$ cat src/hdl/phy_mgmt_defines.svh
// Constants for the two-port management register bank.
// Assumes the management clock is sampled on clk_sys.
`ifndef PHY_MGMT_DEFINES_SVH
`define PHY_MGMT_DEFINES_SVH
`define PHYSEL_PORT1 5'h01
`define PHYSEL_PORT2 5'h02
`define REG_BASIC_STATUS 5'h01
`define REG_IDENT_HIGH 5'h02
`define REG_IDENT_LOW 5'h03
`define REG_AUTONEG_ADV 5'h04
`define REG_PARTNER_ABIL 5'h05
`define REG_CABLE_DIAG 5'h1D
`define REG_SPECIAL 5'h1F
`define BASIC_STATUS_FIXED 16'h7808
`define BIT_LINK 2
`define BIT_AN_DONE 5
`define SELECTOR_8023 5'h01
`define SELECTOR_LSB 0
`define ADV_LSB 5
`define ABIL_W 4
`define BIT_PAUSE 10
`define ADV_RESET 5'h1F
`define FORCE_LINK_RESET 1'h0
`define BIT_FORCE_LINK 3
`define BIT_MDIX 4
`define BIT_POLARITY 5
`define BIT_CT_START 15
`define CT_RESULT_LSB 13
`define BIT_CT_SHORT 12
`define CT_COUNT_LSB 0
`define TA_LAST 4'h1
`define OP_READ 2'h2
`define OP_WRITE 2'h1
`define PREAMBLE_ONES 6'h20
`define HDR_LAST 4'hB
`define DATA_LAST 4'hF
`endif

$ cat src/hdl/phy_mgmt_pkg.sv
// Types for the two-port management register bank.
// Assumes the defines header is compiled alongside.
package phy_mgmt_pkg;
   // Live status taken from one switch port
   typedef struct packed {
      logic link_up;
      logic an_done;
      logic [4:0] partner;
      logic pol_rev;
      logic mdix;
   } port_status_t;
   // Outcome of one cable test on the second port
   typedef struct packed {
      logic done;
      logic [1:0] result;
      logic near_short_flag;
      logic [8:0] count;
   } cable_result_t;
   typedef enum logic [2:0] {
      S_PRE,
      S_ST,
      S_HDR,
      S_TA,
      S_RD,
      S_WR
   } mgmt_state_t;
   typedef struct packed {
      mgmt_state_t st;
      logic mdc_prev;
      logic [5:0] ones;
      logic [3:0] cnt;
      logic [11:0] hdr;
      logic [15:0] sh;
      logic rd;
      logic mdio_o;
      logic mdio_oe;
      logic [1:0][4:0] adv;
      logic [1:0] force_link;
      logic ct_run;
      logic ct_start;
      logic [1:0] ct_res;
      logic ct_short;
      logic [8:0] ct_count;
   } bank_state_t;
endpackage

$ cat src/hdl/phy_mgmt_status_regs.sv
// Management register bank for two copper ports, reached over MDC/MDIO.
// Assumes mdc and mdio_i are synchronous to clk_sys and far slower.
// Port status comes live from the switch port registers.
`timescale 1ns/10ps
`default_nettype none
`include "phy_mgmt_defines.svh"

module phy_mgmt_status_regs #(
   parameter logic [15:0] IDENT_UPPER = 16'hA5A5, // Arbitrary value
   parameter logic [15:0] IDENT_LOWER = 16'h5A50  // Arbitrary value
) (
   input wire logic clk_sys, // System clock
   input wire logic sys_rst, // Async reset, high
   input wire logic mdc, // Management clock, sampled
   input wire logic mdio_i, // Management data in
   output logic mdio_o, // Management data out
   output logic mdio_oe, // High while driving mdio
   input wire phy_mgmt_pkg::port_status_t [1:0] port_st, // Port status
   input wire phy_mgmt_pkg::cable_result_t cable_res, // Test outcome
   output logic [1:0][4:0] adv_abil, // Advertised abilities
   output logic [1:0] force_link, // Force link pass
   output logic cable_start, // One-cycle test start
   output logic cable_busy // Test in progress
);

   phy_mgmt_pkg::bank_state_t s_q;
   phy_mgmt_pkg::bank_state_t s_d;

   // Edges of the sampled management clock
   logic rise;
   logic fall;

   // Header fields once the whole header is in
   logic [4:0] hdr_phy;
   logic [4:0] hdr_reg;
   logic [1:0] hdr_op;
   logic [1:0] port_hit;
   logic port_ok;
   logic port_idx;

   // Header fields one bit before the header is complete
   logic [4:0] pend_phy;
   logic [1:0] pend_op;
   logic pend_ours;
   logic pend_rd;
   logic pend_wr;

   // Frame position
   logic pre_full;
   logic hdr_end;
   logic ta_end;
   logic data_end;
   logic ta_drive;
   logic [15:0] rdata;
   logic [15:0] wdata;

   // Per-port read images, index 0 at address 1, index 1 at address 2
   logic [1:0][15:0] stat_word;
   logic [1:0][15:0] adv_word;
   logic [1:0][15:0] part_word;
   logic [1:0][15:0] spec_word;
   logic [15:0] diag_word;

   // Write strobes, valid only on the rise that samples data bit 0
   logic commit;
   logic adv_wr;
   logic spec_wr;
   logic diag_wr;
   logic [4:0] adv_new;
   logic [1:0][4:0] adv_nxt;
   logic [1:0] force_nxt;

   assign rise = mdc & ~s_q.mdc_prev;
   assign fall = ~mdc & s_q.mdc_prev;
   // Header as shifted: op in top bits, then phy, then reg
   assign hdr_op = s_q.hdr[11:10];
   assign hdr_phy = s_q.hdr[9:5];
   assign hdr_reg = s_q.hdr[4:0];
   assign port_ok = |port_hit;
   assign port_idx = port_hit[1];
   assign wdata = {s_q.sh[14:0], mdio_i};

   // The last header bit is still on the wire when these are decoded
   assign pend_op = s_q.hdr[10:9];
   assign pend_phy = s_q.hdr[8:4];
   assign pend_ours = (pend_phy == `PHYSEL_PORT1) || (pend_phy == `PHYSEL_PORT2);
   assign pend_rd = pend_ours && (pend_op == `OP_READ);
   assign pend_wr = pend_ours && (pend_op == `OP_WRITE);

   assign pre_full = (s_q.ones == `PREAMBLE_ONES);
   assign hdr_end = (s_q.cnt == `HDR_LAST);
   assign ta_end = (s_q.cnt == `TA_LAST);
   assign data_end = (s_q.cnt == `DATA_LAST);
   // Take the wire after the first turnaround bit, so the host has let go
   assign ta_drive = (s_q.st == phy_mgmt_pkg::S_TA) && s_q.rd && ta_end;

   // Commit only for a whole write frame to one of our two ports
   // Opcode rechecked so a stale read flag can never commit
   assign commit = rise && (s_q.st == phy_mgmt_pkg::S_WR) && data_end && port_ok &&
      (hdr_op == `OP_WRITE);
   assign adv_wr = commit && (hdr_reg == `REG_AUTONEG_ADV);
   assign spec_wr = commit && (hdr_reg == `REG_SPECIAL);
   // Address 1 has no diagnostics; a start written there is dropped
   assign diag_wr = commit && (hdr_reg == `REG_CABLE_DIAG) && port_idx &&
      wdata[`BIT_CT_START];
   // Bit 9 is reserved and not stored
   assign adv_new = {wdata[`BIT_PAUSE], wdata[`ADV_LSB+:`ABIL_W]};

   for (genvar p = 0; p < 2; p++) begin : g_port
      assign port_hit[p] = (hdr_phy == (`PHYSEL_PORT1 + 5'(p)));

      // Read images built from live status and stored fields
      always_comb begin
         stat_word[p] = `BASIC_STATUS_FIXED;
         stat_word[p][`BIT_LINK] = port_st[p].link_up;
         stat_word[p][`BIT_AN_DONE] = port_st[p].an_done;
         // Reserved bits, next page and remote fault read zero
         adv_word[p] = 16'h0000;
         adv_word[p][`SELECTOR_LSB+:5] = `SELECTOR_8023;
         adv_word[p][`BIT_PAUSE] = s_q.adv[p][`ABIL_W];
         adv_word[p][`ADV_LSB+:`ABIL_W] = s_q.adv[p][`ABIL_W-1:0];
         part_word[p] = 16'h0000;
         part_word[p][`BIT_PAUSE] = port_st[p].partner[`ABIL_W];
         part_word[p][`ADV_LSB+:`ABIL_W] = port_st[p].partner[`ABIL_W-1:0];
         spec_word[p] = 16'h0000;
         spec_word[p][`BIT_POLARITY] = port_st[p].pol_rev;
         spec_word[p][`BIT_MDIX] = port_st[p].mdix;
         spec_word[p][`BIT_FORCE_LINK] = s_q.force_link[p];
      end

      // Next value of this port's writable fields
      always_comb begin
         adv_nxt[p] = s_q.adv[p];
         force_nxt[p] = s_q.force_link[p];
         if (adv_wr && port_hit[p]) begin
            adv_nxt[p] = adv_new;
         end
         if (spec_wr && port_hit[p]) begin
            force_nxt[p] = wdata[`BIT_FORCE_LINK];
         end
      end
   end

   // Diagnostics image; results keep the last test until the next ends
   always_comb begin
      diag_word = 16'h0000;
      diag_word[`BIT_CT_START] = s_q.ct_run;
      diag_word[`CT_RESULT_LSB+:2] = s_q.ct_res;
      diag_word[`BIT_CT_SHORT] = s_q.ct_short;
      diag_word[`CT_COUNT_LSB+:9] = s_q.ct_count;
   end

   // Read word for the addressed register
   always_comb begin
      rdata = 16'h0000;
      case (hdr_reg)
         `REG_BASIC_STATUS: begin
            rdata = stat_word[port_idx];
         end

         `REG_IDENT_HIGH: begin
            rdata = IDENT_UPPER;
         end

         `REG_IDENT_LOW: begin
            rdata = IDENT_LOWER;
         end

         `REG_AUTONEG_ADV: begin
            rdata = adv_word[port_idx];
         end

         `REG_PARTNER_ABIL: begin
            rdata = part_word[port_idx];
         end

         `REG_CABLE_DIAG: begin
            if (port_idx) begin
               rdata = diag_word;
            end
         end

         `REG_SPECIAL: begin
            rdata = spec_word[port_idx];
         end

         default: begin
            rdata = 16'h0000;
         end
      endcase
   end

   // Frame engine and register updates
   always_comb begin
      s_d = s_q;
      s_d.mdc_prev = mdc;
      s_d.ct_start = 1'b0;

      // Test completion clears the start bit; results then valid
      if (cable_res.done && s_q.ct_run) begin
         s_d.ct_run = 1'b0;
         s_d.ct_res = cable_res.result;
         s_d.ct_short = cable_res.near_short_flag;
         s_d.ct_count = cable_res.count;
      end

      if (rise) begin
         case (s_q.st)
            phy_mgmt_pkg::S_PRE: begin
               // Ones are counted across idle, so a short gap still counts
               if (mdio_i) begin
                  if (!pre_full) begin
                     s_d.ones = s_q.ones + 6'h01;
                  end
               end else if (pre_full) begin
                  s_d.st = phy_mgmt_pkg::S_ST;
               end else begin
                  s_d.ones = 6'h00;
               end
            end

            phy_mgmt_pkg::S_ST: begin
               s_d.ones = 6'h00;
               s_d.cnt = 4'h0;
               // Second start bit must be one
               if (mdio_i) begin
                  s_d.st = phy_mgmt_pkg::S_HDR;
               end else begin
                  s_d.st = phy_mgmt_pkg::S_PRE;
               end
            end

            phy_mgmt_pkg::S_HDR: begin
               s_d.hdr = {s_q.hdr[10:0], mdio_i};
               s_d.cnt = s_q.cnt + 4'h1;
               if (hdr_end) begin
                  s_d.cnt = 4'h0;
                  // Foreign addresses and bad opcodes drop the frame
                  if (pend_rd) begin
                     s_d.st = phy_mgmt_pkg::S_TA;
                     s_d.rd = 1'b1;
                  end else if (pend_wr) begin
                     s_d.st = phy_mgmt_pkg::S_TA;
                     s_d.rd = 1'b0;
                  end else begin
                     s_d.st = phy_mgmt_pkg::S_PRE;
                  end
               end
            end

            phy_mgmt_pkg::S_TA: begin
               s_d.cnt = s_q.cnt + 4'h1;
               if (ta_end) begin
                  s_d.cnt = 4'h0;
                  // One capture, so a read sees a coherent status snapshot
                  s_d.sh = rdata;
                  if (s_q.rd) begin
                     s_d.st = phy_mgmt_pkg::S_RD;
                  end else begin
                     s_d.st = phy_mgmt_pkg::S_WR;
                  end
               end
            end

            phy_mgmt_pkg::S_RD: begin
               s_d.cnt = s_q.cnt + 4'h1;
               // Wire released right after the rise that samples bit 0
               if (data_end) begin
                  s_d.cnt = 4'h0;
                  s_d.mdio_oe = 1'b0;
                  s_d.st = phy_mgmt_pkg::S_PRE;
               end
            end

            phy_mgmt_pkg::S_WR: begin
               // Shift keeps 15 bits; wdata adds the bit on the wire
               s_d.sh = wdata;
               s_d.cnt = s_q.cnt + 4'h1;
               if (data_end) begin
                  s_d.cnt = 4'h0;
                  s_d.st = phy_mgmt_pkg::S_PRE;
               end
            end

            default: begin
               s_d.st = phy_mgmt_pkg::S_PRE;
            end
         endcase
      end else if (fall) begin
         // Drive on the falling edge so the host samples a settled bit
         if (ta_drive) begin
            s_d.mdio_oe = 1'b1;
            s_d.mdio_o = 1'b0;
         end else if (s_q.st == phy_mgmt_pkg::S_RD) begin
            s_d.mdio_o = s_q.sh[15];
            s_d.sh = {s_q.sh[14:0], 1'b0};
         end
      end

      // Writable fields; a start beats a completion in the same cycle
      s_d.adv = adv_nxt;
      s_d.force_link = force_nxt;
      if (diag_wr) begin
         s_d.ct_run = 1'b1;
         s_d.ct_start = 1'b1;
      end
   end

   always_ff @(posedge clk_sys or posedge sys_rst) begin
      if (sys_rst) begin
         s_q.st <= phy_mgmt_pkg::S_PRE;
         s_q.mdc_prev <= 1'b0;
         s_q.ones <= 6'h00;
         s_q.cnt <= 4'h0;
         s_q.hdr <= 12'h000;
         s_q.sh <= 16'h0000;
         s_q.rd <= 1'b0;
         s_q.mdio_o <= 1'b0;
         s_q.mdio_oe <= 1'b0;
         s_q.adv <= {`ADV_RESET, `ADV_RESET};
         s_q.force_link <= {`FORCE_LINK_RESET, `FORCE_LINK_RESET};
         s_q.ct_run <= 1'b0;
         s_q.ct_start <= 1'b0;
         s_q.ct_res <= 2'h0;
         s_q.ct_short <= 1'b0;
         s_q.ct_count <= 9'h000;
      end else begin
         s_q <= s_d;
      end
   end

   assign mdio_o = s_q.mdio_o;
   assign mdio_oe = s_q.mdio_oe;
   assign adv_abil = s_q.adv;
   assign force_link = s_q.force_link;
   assign cable_start = s_q.ct_start;
   assign cable_busy = s_q.ct_run;

endmodule
`default_nettype wire
$ cat config.mk
export PLATFORM = sky130hd
export DESIGN_NAME = phy_mgmt_status_regs
export DESIGN_NICKNAME = d
export VERILOG_FILES = /design/src/hdl/phy_mgmt_pkg.sv /design/src/hdl/phy_mgmt_status_regs.sv
export VERILOG_INCLUDE_DIRS = /design/src /design/src/hdl
export SDC_FILE = /design/constraint.sdc
export NUM_CORES = 1
export LEC_CHECK = 0
export BUFFER_PORTS_ARGS = -buffer_cell sky130_fd_sc_hd__buf_2
export CAP_MARGIN = 20
export CELL_PAD_IN_SITES_DETAIL_PLACEMENT = 1
export CELL_PAD_IN_SITES_GLOBAL_PLACEMENT = 1
export CORE_MARGIN = 4
export CORE_UTILIZATION = 35
export CTS_CLUSTER_SIZE = 10
export DETAILED_ROUTE_END_ITERATION = 10
export GPL_ROUTABILITY_DRIVEN = 0
export HOLD_SLACK_MARGIN = 0.15
export PLACE_DENSITY = 0.74
export SYNTH_ARGS = -nofsm -noshare
export SYNTH_HDL_FRONTEND = slang
export SYNTH_SLANG_ARGS = --single-unit
export TNS_END_PERCENT = 10
$ cat constraint.sdc
create_clock -name clk_sys -period 2.19 [get_ports clk_sys]
set_clock_uncertainty 0.2 [all_clocks]
set_input_delay 0 -clock clk_sys [delete_from_list [all_inputs] [get_ports clk_sys]]
set_output_delay 0 -clock clk_sys [all_outputs]
set_load 0.02 [all_outputs]
==> flow_metrics.tcl <==
set metrics [dict create \
    status "complete, but fails checks" \
    violations "setup timing" \
    hold_viol_final 0 \
    port_buffers 50 \
    mostFrequentLayoutCell "dfrtp_1" \
    cp.required_ps 2260 \
    clkLatencyLatePin_ps 340 \
    grt_pass1_wl_um 21200 \
    p_sw_share_pct 29.3 \
    critPathSlowestCell "or4_4" \
    grt_setup_unrepaired "yes" \
    p_switching_mw 1.09 \
    post-route-period-util_pct 100 \
    comb_power_share_pct 18.5 \
    nets 554 \
    worst-path-buf-inv 0 \
    worst-path-max-fanout 5 \
    cts.htree.levels 3 \
    startpoint_type "register" \
    min-delay-start "mdc" \
    met1_usage_pct 27.8 \
    cts.clk_slew.worst_paths_ps 60 \
    ant_nets 0 \
    ys_types 63 \
    critPathLaunch "s_q[57]" \
    post-synth-top-area-cell "dfrtp_1" \
    wire_per_inst_um 20.0 \
    ios 51 \
    grt_max_degree 43 \
    hold_class "in2reg" \
    initial_core_util_pct 36.1 \
    wl_um 13200 \
    regToRegSetupSlack_ps -8 \
    vias 3628 \
    layout_common_cells "59 x dfrtp_1, 50 x buf_2, 48 x buf_4, 35 x nand2_1, 35 x dlygate4sd3_1" \
    cts_sinks 71 \
    ys_async_sr_fraction_pct 100 \
    max_slew.worst_pin.slew_ps 695 \
    holdPathEnd "s_q[67]" \
    antenna_found_initial 0 \
    min_path_cells 2 \
    power.internal_mw 2.64 \
    yosysSeqAreaShare_pct 45.1 \
    drv_cap 0 \
    relSlewSlack_pct 53.6 \
    fin_crit_ps 2200 \
    regMostFlops "s_q" \
    fin_util_pct 48.7 \
    synth_area_sq_um 3960 \
    synthFlopType "dfrtp_1" \
    worstReg2RegEnd "adv_abil[9]" \
    grt_busiest_layer "met2" \
    avgSynthCellArea_sq_um 9.96 \
    avgViaCountPerCell 5.51 \
    total_power_mw 3.73 \
    fin_cells 659 \
    place_inst 602 \
    path_class "reg2reg" \
    r2r-start "s_q[57]" \
    r2r_cells 5 \
    synth-seq-cells 71 \
    grt_pass1_vias 3914 \
    worstPathArrival_ps 2260 \
    path_delay_family "simple AND/OR/NAND/NOR gates" \
    clock.fmax_mhz 455 \
    dp_hpwl_um 8510 \
    globalRouteOverflowTotal 0 \
    core_sq_um 11000 \
    synth_top_area_share_pct 38.5 \
    hold_ws_ps 213 \
    p_clk_share_pct 36.6 \
    synth_nets 439 \
    cp_slowest_stage_delay_ps 510 \
    p_seq_share_pct 44.9 \
    dieArea_sq_um 13100 \
    syn-instance-count 398 \
    first_pass_iters 5 \
    area_delta_synth_final_pct 34.8 \
    track_usage_pct 20.7 \
    drtIter0Drc 267 \
    globalRouteMet2Util_pct 32.8 \
    power_density_nw_per_um2 698 \
    die_w_um 114 \
    setup_viol 3 \
    finalMaxSlewViolations 0 \
    power.leakage_nw 2.48 \
    cts-root-buf "clkbuf_16" \
    grt_util_met3_pct 3.91 \
    fill_cells 1237 \
    synth_warnings 0 \
    fp-row-count 38 \
    synth_edf_count 0 \
    endpoint_kind "register" \
    synth_area_leaders "dfrtp_1 39%, mux2_2 9.4%, dfstp_2 6.6%" \
    fin_setup_tns_ps -10.4 \
    largest_register_ffs 26 \
    vdd_ir_drop_max_uv 318 \
    cts_tree "done" \
    die_h_um 114 \
    drive_gt1_share_pct 36.9 \
    finalWorstSetupSlack_ps -7.90 \
    drcViolationCount 0 \
    clk_path_buf_depth 2 \
    worstPathCellList "ha_4 > nand3_2 > or4_4 > or3_4 > mux2_4" \
    cts-buffers-inserted 9 \
]
[worst max-delay path by stage]
stage                       end  depth (start not counted)
finish              adv_abil[9]                          5
global route        adv_abil[9]                          5
CTS                     s_q[37]                          6
detailed placement  adv_abil[6]                          5
global placement    adv_abil[7]                          5
floorplan           adv_abil[5]                          6
[synthesized netlist by cell type (3+ instances only)]
cell type,instances
a211oi_1,3
a21oi_1,19
a221oi_1,3
a22o_1,4
a31oi_1,4
and2_1,3
and3_1,8
buf_2,4
buf_4,15
clkbuf_1,13
dfrtp_1,61
dfstp_2,10
ha_1,6
inv_1,12
mux2_2,33
mux2_4,5
mux2i_1,3
nand2_1,35
nand2b_1,7
nand3_1,23
nor2_1,21
nor2b_1,8
nor3_1,4
nor4_1,4
o21ai_0,26
o21ai_1,6
o31ai_1,7
or3_1,5
[final cells by class]
cell class                      instances  area [sq um]  area share [%]
Sequential cell                        71          1790            33.5
Inverter                               12          45.0           0.843
Tap cell                              140           175            3.28
Clock buffer                           13           250            4.68
Timing Repair Buffer                  136          1010            18.9
Multi-Input combinational cell        283          2050            38.3
Clock inverter                          3          20.0           0.375
Antenna cell                            1          2.50          0.0468
[kinds of logic after synthesis]
logic type / Yosys count / share of synthesized area [%]
buffers and inverters: 44 / 5.71
xor gates and xnor gates: 3 / 0.663
DFF: 71 / 45.1
and+or+nand+nor: 131 / 17.5
AOI/OAI and AO/OA: 102 / 17.0
muxes: 41 / 12.0
adders and majority gates: 6 / 1.89
[stage by stage]
stage	setup slack (ps)	area, sq um
floorplan	-26.1	3980
CTS	7.67	5240
global route	-59.2	5340
finish	-7.90	5340
global placement	-61.4	4580
detailed placement	-95.3	4580
[routing by layer]
layer  part of all wire [%]  up-vias
li1                       -     1681
met1                     45     1814
met2                     48      102
met3                    4.0       31
met4                    2.9        0
met5                      0        -
[timing repair]
action	4_1_cts	5_1_grt
endpoints found under the setup margin	8	33
pin swaps	0	3
hold buffers	35	0
buffers inserted	3	2
hold endpoints to repair	103	0
gates resized for setup	3	22
[power groups by stage]
| stage | clock (mW) | sequential, mW | combinational (mW) |
|---|---|---|---|
| after floorplan | 0 | 1.64 | 0.376 |
| after CTS | 1.39 | 1.67 | 0.677 |
| after detailed placement | 0 | 1.68 | 0.612 |
| final | 1.36 | 1.68 | 0.691 |
| after global routing | 1.46 | 1.70 | 0.766 |
| after global placement | 0 | 1.67 | 0.574 |
(Power assumes the default switching activity.)
